<file path="src/rtl/isd_ptr_alu.sv">
// Function
// - Add six-bit literal to selected pointer, one cycle
// - Select bits 11 add to third pointer, return
// - Subtract six-bit literal from selected pointer, one cycle
// - Select bits 11 subtract third pointer, return
// - Fixed word calls working register target, two cycles
// - Indexed to absolute move, two words, two cycles
// - Indexed to indexed move, two words, two cycles
// - Push literal at third pointer, then decrement
// - Extensions execute only with enable bit set
// - Returns load counter from stack top; second idle
// - Call pushes counter plus two, loads latches
package isd_pkg;
	localparam int PTR_W = 12;
	localparam int PC_W = 21;
	localparam int PHASE_W = 2;
	// Quarter phases of one instruction cycle.
	localparam logic [1:0] PH_DECODE = 2'h0;
	localparam logic [1:0] PH_READ = 2'h1;
	localparam logic [1:0] PH_PROCESS = 2'h2;
	localparam logic [1:0] PH_WRITE = 2'h3;
	// Opcode fields.
	localparam logic [7:0] OPC_PTR_ADD = 8'hE8;
	localparam logic [7:0] OPC_PTR_SUB = 8'hE9;
	localparam logic [7:0] OPC_PUSH = 8'hEA;
	localparam logic [7:0] OPC_MOVE = 8'hEB;
	localparam logic [15:0] OPC_WORKING_REGISTER_CALL = 16'h0014;
	localparam logic [3:0] OPC_SECOND_WORD = 4'hF;
	localparam logic [1:0] SEL_THIRD = 2'h3;
	localparam int SEL_LSB = 6;
	localparam int MOVE_KIND_BIT = 7;
	localparam logic [PC_W-1:0] CALL_RET_STEP = 21'h0_0002;
	localparam logic [7:0] PUSH_STEP = 8'h01;
	localparam logic [PTR_W-1:0] PTR_RESET = 12'h000;
	typedef enum logic [3:0] {
		OP_NONE,
		OP_PTR_ADD,
		OP_PTR_SUB,
		OP_ADD_RET,
		OP_SUB_RET,
		OP_WORKING_REGISTER_CALL,
		OP_ABS_MOVE,
		OP_IDX_MOVE,
		OP_PUSH
	} isd_op_t;
	typedef enum logic [1:0] {
		ST_EXEC,
		ST_IDLE_CYCLE,
		ST_MOVE_SECOND
	} isd_state_t;
	typedef struct packed {
		logic [PHASE_W-1:0] phase;
		isd_state_t st;
		isd_op_t op;
		logic [15:0] ir;
		logic [2:0][PTR_W-1:0] ptr;
		logic [7:0] data;
		logic claim;
		logic pc_load;
		logic [PC_W-1:0] pc_value;
		logic pop;
		logic push;
		logic [PC_W-1:0] push_value;
		logic re;
		logic [PTR_W-1:0] raddr;
		logic we;
		logic [PTR_W-1:0] waddr;
		logic [7:0] wdata;
	} isd_regs_t;
endpackage

module isd_ptr_alu
(
	// Operands
	input wire logic [isd_pkg::PTR_W-1:0] base_i,
	input wire logic [7:0] literal_i,
	input wire logic subtract_i,
	// Result
	output logic [isd_pkg::PTR_W-1:0] result_o
);
	import isd_pkg::*;

	logic [PTR_W-1:0] ext_lit;

	assign ext_lit = {{(PTR_W-8){1'b0}}, literal_i};
	// The carry out is dropped on purpose: pointers wrap modulo 4096.
	assign result_o = subtract_i ? base_i - ext_lit : base_i + ext_lit;
endmodule // isd_ptr_alu

</file>
<file path="src/rtl/isd_decode.sv">
module isd_decode
(
	// Clock and reset
	input wire logic clk_sys_i,
	input wire logic rstn_i,
	// Fetch and core state
	input wire logic [15:0] instr_word_i,
	input wire logic ext_enable_i,
	input wire logic [7:0] working_register_i,
	input wire logic [7:0] counter_high_latch_i,
	input wire logic [4:0] counter_upper_latch_i,
	input wire logic [isd_pkg::PC_W-1:0] pc_i,
	input wire logic [isd_pkg::PC_W-1:0] return_stack_top_i,
	input wire logic [7:0] mem_rdata_i,
	// Phase and claim
	output logic [1:0] phase_o,
	output logic claim_o,
	// Program counter and return stack
	output logic pc_load_o,
	output logic [isd_pkg::PC_W-1:0] pc_value_o,
	output logic stack_pop_o,
	output logic stack_push_o,
	output logic [isd_pkg::PC_W-1:0] stack_push_value_o,
	// Data memory
	output logic mem_re_o,
	output logic [isd_pkg::PTR_W-1:0] mem_raddr_o,
	output logic mem_we_o,
	output logic [isd_pkg::PTR_W-1:0] mem_waddr_o,
	output logic [7:0] mem_wdata_o,
	// Pointer registers
	output logic [isd_pkg::PTR_W-1:0] pointer_register0_o,
	output logic [isd_pkg::PTR_W-1:0] pointer_register1_o,
	output logic [isd_pkg::PTR_W-1:0] third_pointer_register_o
);
	import isd_pkg::*;

	// ****************************************
	// Decoding
	// ****************************************

	function automatic isd_op_t decode_word(input logic [15:0] w);
		isd_op_t op;
		op = OP_NONE;
		if (w == OPC_WORKING_REGISTER_CALL)
			op = OP_WORKING_REGISTER_CALL;
		else if (w[15:8] == OPC_PTR_ADD)
			op = (w[7:6] == SEL_THIRD) ? OP_ADD_RET : OP_PTR_ADD;
		else if (w[15:8] == OPC_PTR_SUB)
			op = (w[7:6] == SEL_THIRD) ? OP_SUB_RET : OP_PTR_SUB;
		else if (w[15:8] == OPC_PUSH)
			op = OP_PUSH;
		else if (w[15:8] == OPC_MOVE)
			op = w[MOVE_KIND_BIT] ? OP_IDX_MOVE : OP_ABS_MOVE;
		return op;
	endfunction

	function automatic logic is_two_cycle(input isd_op_t op);
		return op inside {OP_ADD_RET, OP_SUB_RET, OP_WORKING_REGISTER_CALL,
			OP_ABS_MOVE, OP_IDX_MOVE};
	endfunction

	// ****************************************
	// Pointer arithmetic
	// ****************************************

	isd_regs_t r;
	isd_regs_t next_r;
	logic [1:0] sel;
	logic [PTR_W-1:0] alu_base;
	logic [7:0] alu_lit;
	logic alu_sub;
	logic [PTR_W-1:0] alu_result;

	assign sel = r.ir[SEL_LSB+1:SEL_LSB];

	always_comb
	begin
		alu_base = r.ptr[2];
		alu_lit = {1'b0, r.ir[6:0]};
		alu_sub = 1'b0;
		unique case (r.op)
			OP_PTR_ADD, OP_PTR_SUB:
			begin
				alu_base = r.ptr[sel];
				alu_lit = {2'b00, r.ir[5:0]};
				alu_sub = (r.op == OP_PTR_SUB);
			end
			OP_ADD_RET, OP_SUB_RET:
			begin
				alu_lit = {2'b00, r.ir[5:0]};
				alu_sub = (r.op == OP_SUB_RET);
			end
			OP_PUSH:
			begin
				alu_lit = PUSH_STEP;
				alu_sub = 1'b1;
			end
			OP_NONE, OP_WORKING_REGISTER_CALL, OP_ABS_MOVE, OP_IDX_MOVE:
			begin
			end
		endcase
	end

	isd_ptr_alu u_alu
	(
		.base_i(alu_base),
		.literal_i(alu_lit),
		.subtract_i(alu_sub),
		.result_o(alu_result)
	);

	// ****************************************
	// Sequencing
	// ****************************************

	always_comb
	begin
		next_r = r;
		next_r.phase = r.phase + 2'h1;
		next_r.pc_load = 1'b0;
		next_r.pop = 1'b0;
		next_r.push = 1'b0;
		next_r.re = 1'b0;
		next_r.we = 1'b0;
		unique case (r.phase)
			PH_DECODE:
			begin
				if (r.st == ST_EXEC)
				begin
					next_r.ir = instr_word_i;
					next_r.op = ext_enable_i ? decode_word(instr_word_i) : OP_NONE;
					next_r.claim = ext_enable_i && (decode_word(instr_word_i) != OP_NONE);
				end
				else if (r.st == ST_MOVE_SECOND)
					next_r.ir = instr_word_i;
			end
			PH_READ:
			begin
				if (r.st == ST_EXEC && (r.op == OP_ABS_MOVE || r.op == OP_IDX_MOVE))
				begin
					next_r.re = 1'b1;
					next_r.raddr = alu_result;
				end
			end
			PH_PROCESS:
			begin
				if (r.re)
					next_r.data = mem_rdata_i;
			end
			PH_WRITE:
			begin
				next_r.st = ST_EXEC;
				if (r.st == ST_EXEC)
				begin
					unique case (r.op)
						OP_PTR_ADD, OP_PTR_SUB:
							next_r.ptr[sel] = alu_result;
						OP_ADD_RET, OP_SUB_RET:
						begin
							next_r.ptr[2] = alu_result;
							next_r.pc_load = 1'b1;
							next_r.pc_value = return_stack_top_i;
							next_r.pop = 1'b1;
						end
						OP_WORKING_REGISTER_CALL:
						begin
							next_r.push = 1'b1;
							next_r.push_value = pc_i + CALL_RET_STEP;
							next_r.pc_load = 1'b1;
							next_r.pc_value = {counter_upper_latch_i,
								counter_high_latch_i, working_register_i};
						end
						OP_PUSH:
						begin
							next_r.we = 1'b1;
							next_r.waddr = r.ptr[2];
							next_r.wdata = r.ir[7:0];
							next_r.ptr[2] = alu_result;
						end
						OP_NONE, OP_ABS_MOVE, OP_IDX_MOVE:
						begin
						end
					endcase
					if (is_two_cycle(r.op))
						next_r.st = (r.op == OP_ABS_MOVE || r.op == OP_IDX_MOVE) ?
							ST_MOVE_SECOND : ST_IDLE_CYCLE;
				end
				else if (r.st == ST_MOVE_SECOND)
				begin
					next_r.we = 1'b1;
					next_r.wdata = r.data;
					next_r.waddr = (r.op == OP_ABS_MOVE) ? r.ir[11:0] : alu_result;
				end
				else
					next_r.claim = r.claim;
			end
		endcase
	end

	always_ff @(posedge clk_sys_i or negedge rstn_i)
	begin
		if (!rstn_i)
		begin
			r <= '0;
			r.st <= ST_EXEC;
			r.op <= OP_NONE;
			r.ptr <= {3{PTR_RESET}};
		end
		else
			r <= next_r;
	end

	assign phase_o = r.phase;
	assign claim_o = r.claim;
	assign pc_load_o = r.pc_load;
	assign pc_value_o = r.pc_value;
	assign stack_pop_o = r.pop;
	assign stack_push_o = r.push;
	assign stack_push_value_o = r.push_value;
	assign mem_re_o = r.re;
	assign mem_raddr_o = r.raddr;
	assign mem_we_o = r.we;
	assign mem_waddr_o = r.waddr;
	assign mem_wdata_o = r.wdata;
	assign pointer_register0_o = r.ptr[0];
	assign pointer_register1_o = r.ptr[1];
	assign third_pointer_register_o = r.ptr[2];
endmodule // isd_decode

</file>
<file path="config.mk">
export PLATFORM = sky130hd
export DESIGN_NAME = isd_decode
export DESIGN_NICKNAME = d
export VERILOG_FILES = /design/src/rtl/isd_ptr_alu.sv /design/src/rtl/isd_decode.sv
export SDC_FILE = /design/constraint.sdc
export NUM_CORES = 1
export LEC_CHECK = 0
export BUFFER_PORTS_ARGS = -buffer_cell sky130_fd_sc_hd__buf_2
export CORE_MARGIN = 2
export CORE_UTILIZATION = 45
export DETAILED_ROUTE_END_ITERATION = 16
export GPL_ROUTABILITY_DRIVEN = 1
export GPL_TIMING_DRIVEN = 0
export PLACE_DENSITY = 0.78
export SLEW_MARGIN = 20
export SYNTH_ARGS = -nofsm -noshare
export SYNTH_HDL_FRONTEND = slang
export SYNTH_HIERARCHICAL = 1
export SYNTH_SLANG_ARGS = --single-unit
</file>
<file path="constraint.sdc">
create_clock -name clk_sys_i -period 4.11 [get_ports clk_sys_i]
set_input_delay 0.2055 -clock clk_sys_i [delete_from_list [all_inputs] [get_ports clk_sys_i]]
set_output_delay 0.2055 -clock clk_sys_i [all_outputs]
set_load 0.05 [all_outputs]
</file>
==> metrics.md <==
| Metric | Value |
|---|---|
| Outcome | finished clean |
| Die Y | 139 µm |
| Peak supply drop | 0.306 mV |
| I/O Buffers | 207 |
| Post-route cell area | 10300 µm² |
| Max Clock Skew | 8.64 ps |
| Leading area contributor after synthesis | dfrtp_1 |
| Share of the synthesized area in the top cell type | 0.442 |
| Worst-Skew Late Latency | 420 ps |
| Via density per instance | 5.13 |
| Netlist cell types | 56 |
| Maximum root-to-sink buffer count | 2 |
| Worst hold path class | in -> reg |
| Final Net Count | 1177 |
| Num ports | 208 |
| Pre-antenna DRT Iters | 4 |
| CP peak stage delay | 440 ps |
| GPL Wtd Cong | 0.905 |
| Crit path kind | reg -> reg |
| Post-synth EDFFs | 0 |
| HPWL after DPL | 16300 µm |
| Worst-path clk slew | 60 ps |
| Aggregate global-route resource usage | 0.222 |
| Fin crit period | 3880 ps |
| Pwr dens | 334 nW/µm² |
| Pin count of the biggest net entering global routing | 82 |
| Worst EP arrival | 4230 ps |
| H-tree lvl count | 4 |
| Global-route wire length before repair | 33900 µm |
| RSZ-0062 raised after global routing | yes |
| Placed cells | 1271 |
| Filler cells | 1604 |
| Synth warn | 6 |
| Fin worst setup slack | 225 ps |
| Pre-CTS WS | -265 ps |
| Detail Route Antenna Nets | 0 |
| P_leak | 5.24 nW |
| CTS Buf Count | 17 |
| Final slew viol count | 0 |
| CTS tree | built |
| Clock sink total | 144 |
| Grt ovf | 0 |
| List of most frequent post-synthesis cells | dfrtp_1, nand2_1, buf_4, o21ai_0, mux2_2 |
| Root buffer cell | clkbuf_16 |
| Vias in the first global route | 6574 |
| Final period util | 0.945 |
| Initial core utilization | 0.456 |
| DR WL/cell | 16.2 µm |
| Crit-path cells | or3_4 -> nor2_4 -> nor2b_1 -> nor3_2 -> nor3b_1 -> nor2_1 -> xnor2_1 -> ha_1 -> or2_2 -> a311oi_1 -> o21ai_0 -> a21oi_2 -> xnor2_2 -> nand2_1 -> a21oi_1 -> a21oi_1 -> o21ai_0 |
| Max-Slew Margin vs Limit | 0.421 |
| Vias | 6724 |
| Mapped Cells | 833 |
| Starting DRT DRC Count | 289 |
| Worst slew pin tran | 860 ps |
| CP max stage cell | or3_4 |
| Critical-path maximum fanout | 6 |
| Post-DP Area | 9520 µm² |
| Initial antenna violation count | 1 |
| Final hold vios | 0 |
| Top-count cell post-synth | dfrtp_1 |
| Max_cap viols | 0 |
| Row cnt | 49 |
| Share of cells above drive strength 1 | 0.413 |
| Area of the die | 19200 µm² |
| Non-Filler Instances | 1311 |
| Core ar. | 17900 µm² |
| Sequential cell area fraction in the yosys report | 0.442 |
| Hold_ws | 20.2 ps |
| Synthesis-stage register bit count | 144 |
| Drt total wl | 21200 µm |
| Maximum clock rate | 0.257 GHz |
| # diodes | 0 |
| Post-Syn Area | 8160 µm² |
| DR DRC count | 0 |
| Top_reg_cell synth | dfrtp_1 |
| Area grow syn2layout | 26.3% |
| Ys async rst share | 1.00 |
| Startpoint Class | flip-flop |
| CP endpoint kind | flip-flop |
| Synth top area cells | dfrtp_1, buf_4, mux2_2 |
| Critical Path RT | 4450 ps |
| Final setup violation count | 0 |
| Synthesized area per cell | 9.80 µm² |
| Die W | 139 µm |
## sequential cells by signal, summed over array words and instances, names as in the netlist, 2 cells and up
register / cells
mem_raddr_o: 12
mem_waddr_o: 12
mem_wdata_o: 8
pc_value_o: 21
phase_o: 2
pointer_register0_o: 12
pointer_register1_o: 12
r: 26
stack_push_value_o: 21
third_pointer_register_o: 12
## routing by layer
layer,GRT usage,vias up,part of all wire
met1,0.280,3188,0.42
met5,0,-,0.00076
met2,0.363,246,0.48
met3,0.0604,40,0.071
li1,-,3248,-
met4,0.0914,2,0.029
## layout by cell type (no fill, tap or decap), types with 14 or more instances in the layout
cell type and n:
clkbuf_16 17, a22oi_1 29, clkbuf_1 27, o2bb2ai_1 21, nor2_1 20, ha_1 17, o21ai_0 63, nand2_1 138
buf_4 120, buf_2 212, inv_1 20, xnor2_1 18, mux2i_1 14, dfrtp_1 144, mux2_2 46, a21oi_1 33
xor2_1 14
## critical path, delay by kind of cell (launching register included)
kind | cells | cell delay [ps]
AO/OA/AOI/OAI | 6 | 1010
XOR/XNOR | 2 | 340
adder cells (fa/ha/maj) | 1 | 250
flip-flops | 1 | 410
AND/OR/NAND/NOR | 8 | 1790
## cell type report
cell class,count,area [µm²],area share
plain buffers,149,1010,0.0983
multi-input cells,520,3540,0.344
clock inverters,14,204,0.0198
repair buffers,217,1150,0.112
flip-flops and latches,144,3600,0.350
well taps,229,287,0.0278
clock buffers,18,429,0.0416
inverters,20,75.1,0.00729
## metrics by stage
stage | utilization | power (W) | TNS [ps]
after floorplan | - | 0.00166 | 0
after global placement | 0.530 | 0.00178 | -201
after detailed placement | 0.532 | 0.00180 | -265
after CTS | 0.570 | 0.00347 | 0
after global routing | 0.576 | 0.00358 | -51.1
final | 0.576 | 0.00344 | 0
## worst paths after layout
kind                                     start  slack, ps                endpoint  cells after the start
min in group asynchronous               rstn_i        310  pointer_register1_o[5]                      2
max in group asynchronous               rstn_i       3040           pc_value_o[2]                      3
worst min register to register  mem_raddr_o[6]        470          mem_raddr_o[6]                      2
worst max register to register          r[141]        230         mem_waddr_o[10]                     17
worst min-delay path            mem_rdata_i[1]         20                   r[81]                      2
worst max-delay path                    r[141]        230         mem_waddr_o[10]                     17
## what timing repair did
item | 4_1_cts | 5_1_grt
setup buffers | 0 | 5
hold buffers | 4 | 0
resized for setup | 2 | 12
pin swaps | 1 | 4
hold endpoints to repair | 66 | 0
setup endpoints to repair | 6 | 13
## where the power goes
part / internal (W) / total (W) / switching (W)
clock: 0.00103 / 0.00167 / 0.000639
sequential: 0.00144 / 0.00146 / 0.0000202
combinational: 0.000127 / 0.000320 / 0.000193
## cell families after synthesis
logic type / share of synthesized area
fa+ha+maj: 0.0285
buf+inv: 0.134
mux: 0.0990
compound gates: 0.134
xor+xnor: 0.0397
other cells: 0.000460
simple gates: 0.123
flops: 0.442
Power figures use the tool's default switching activity.
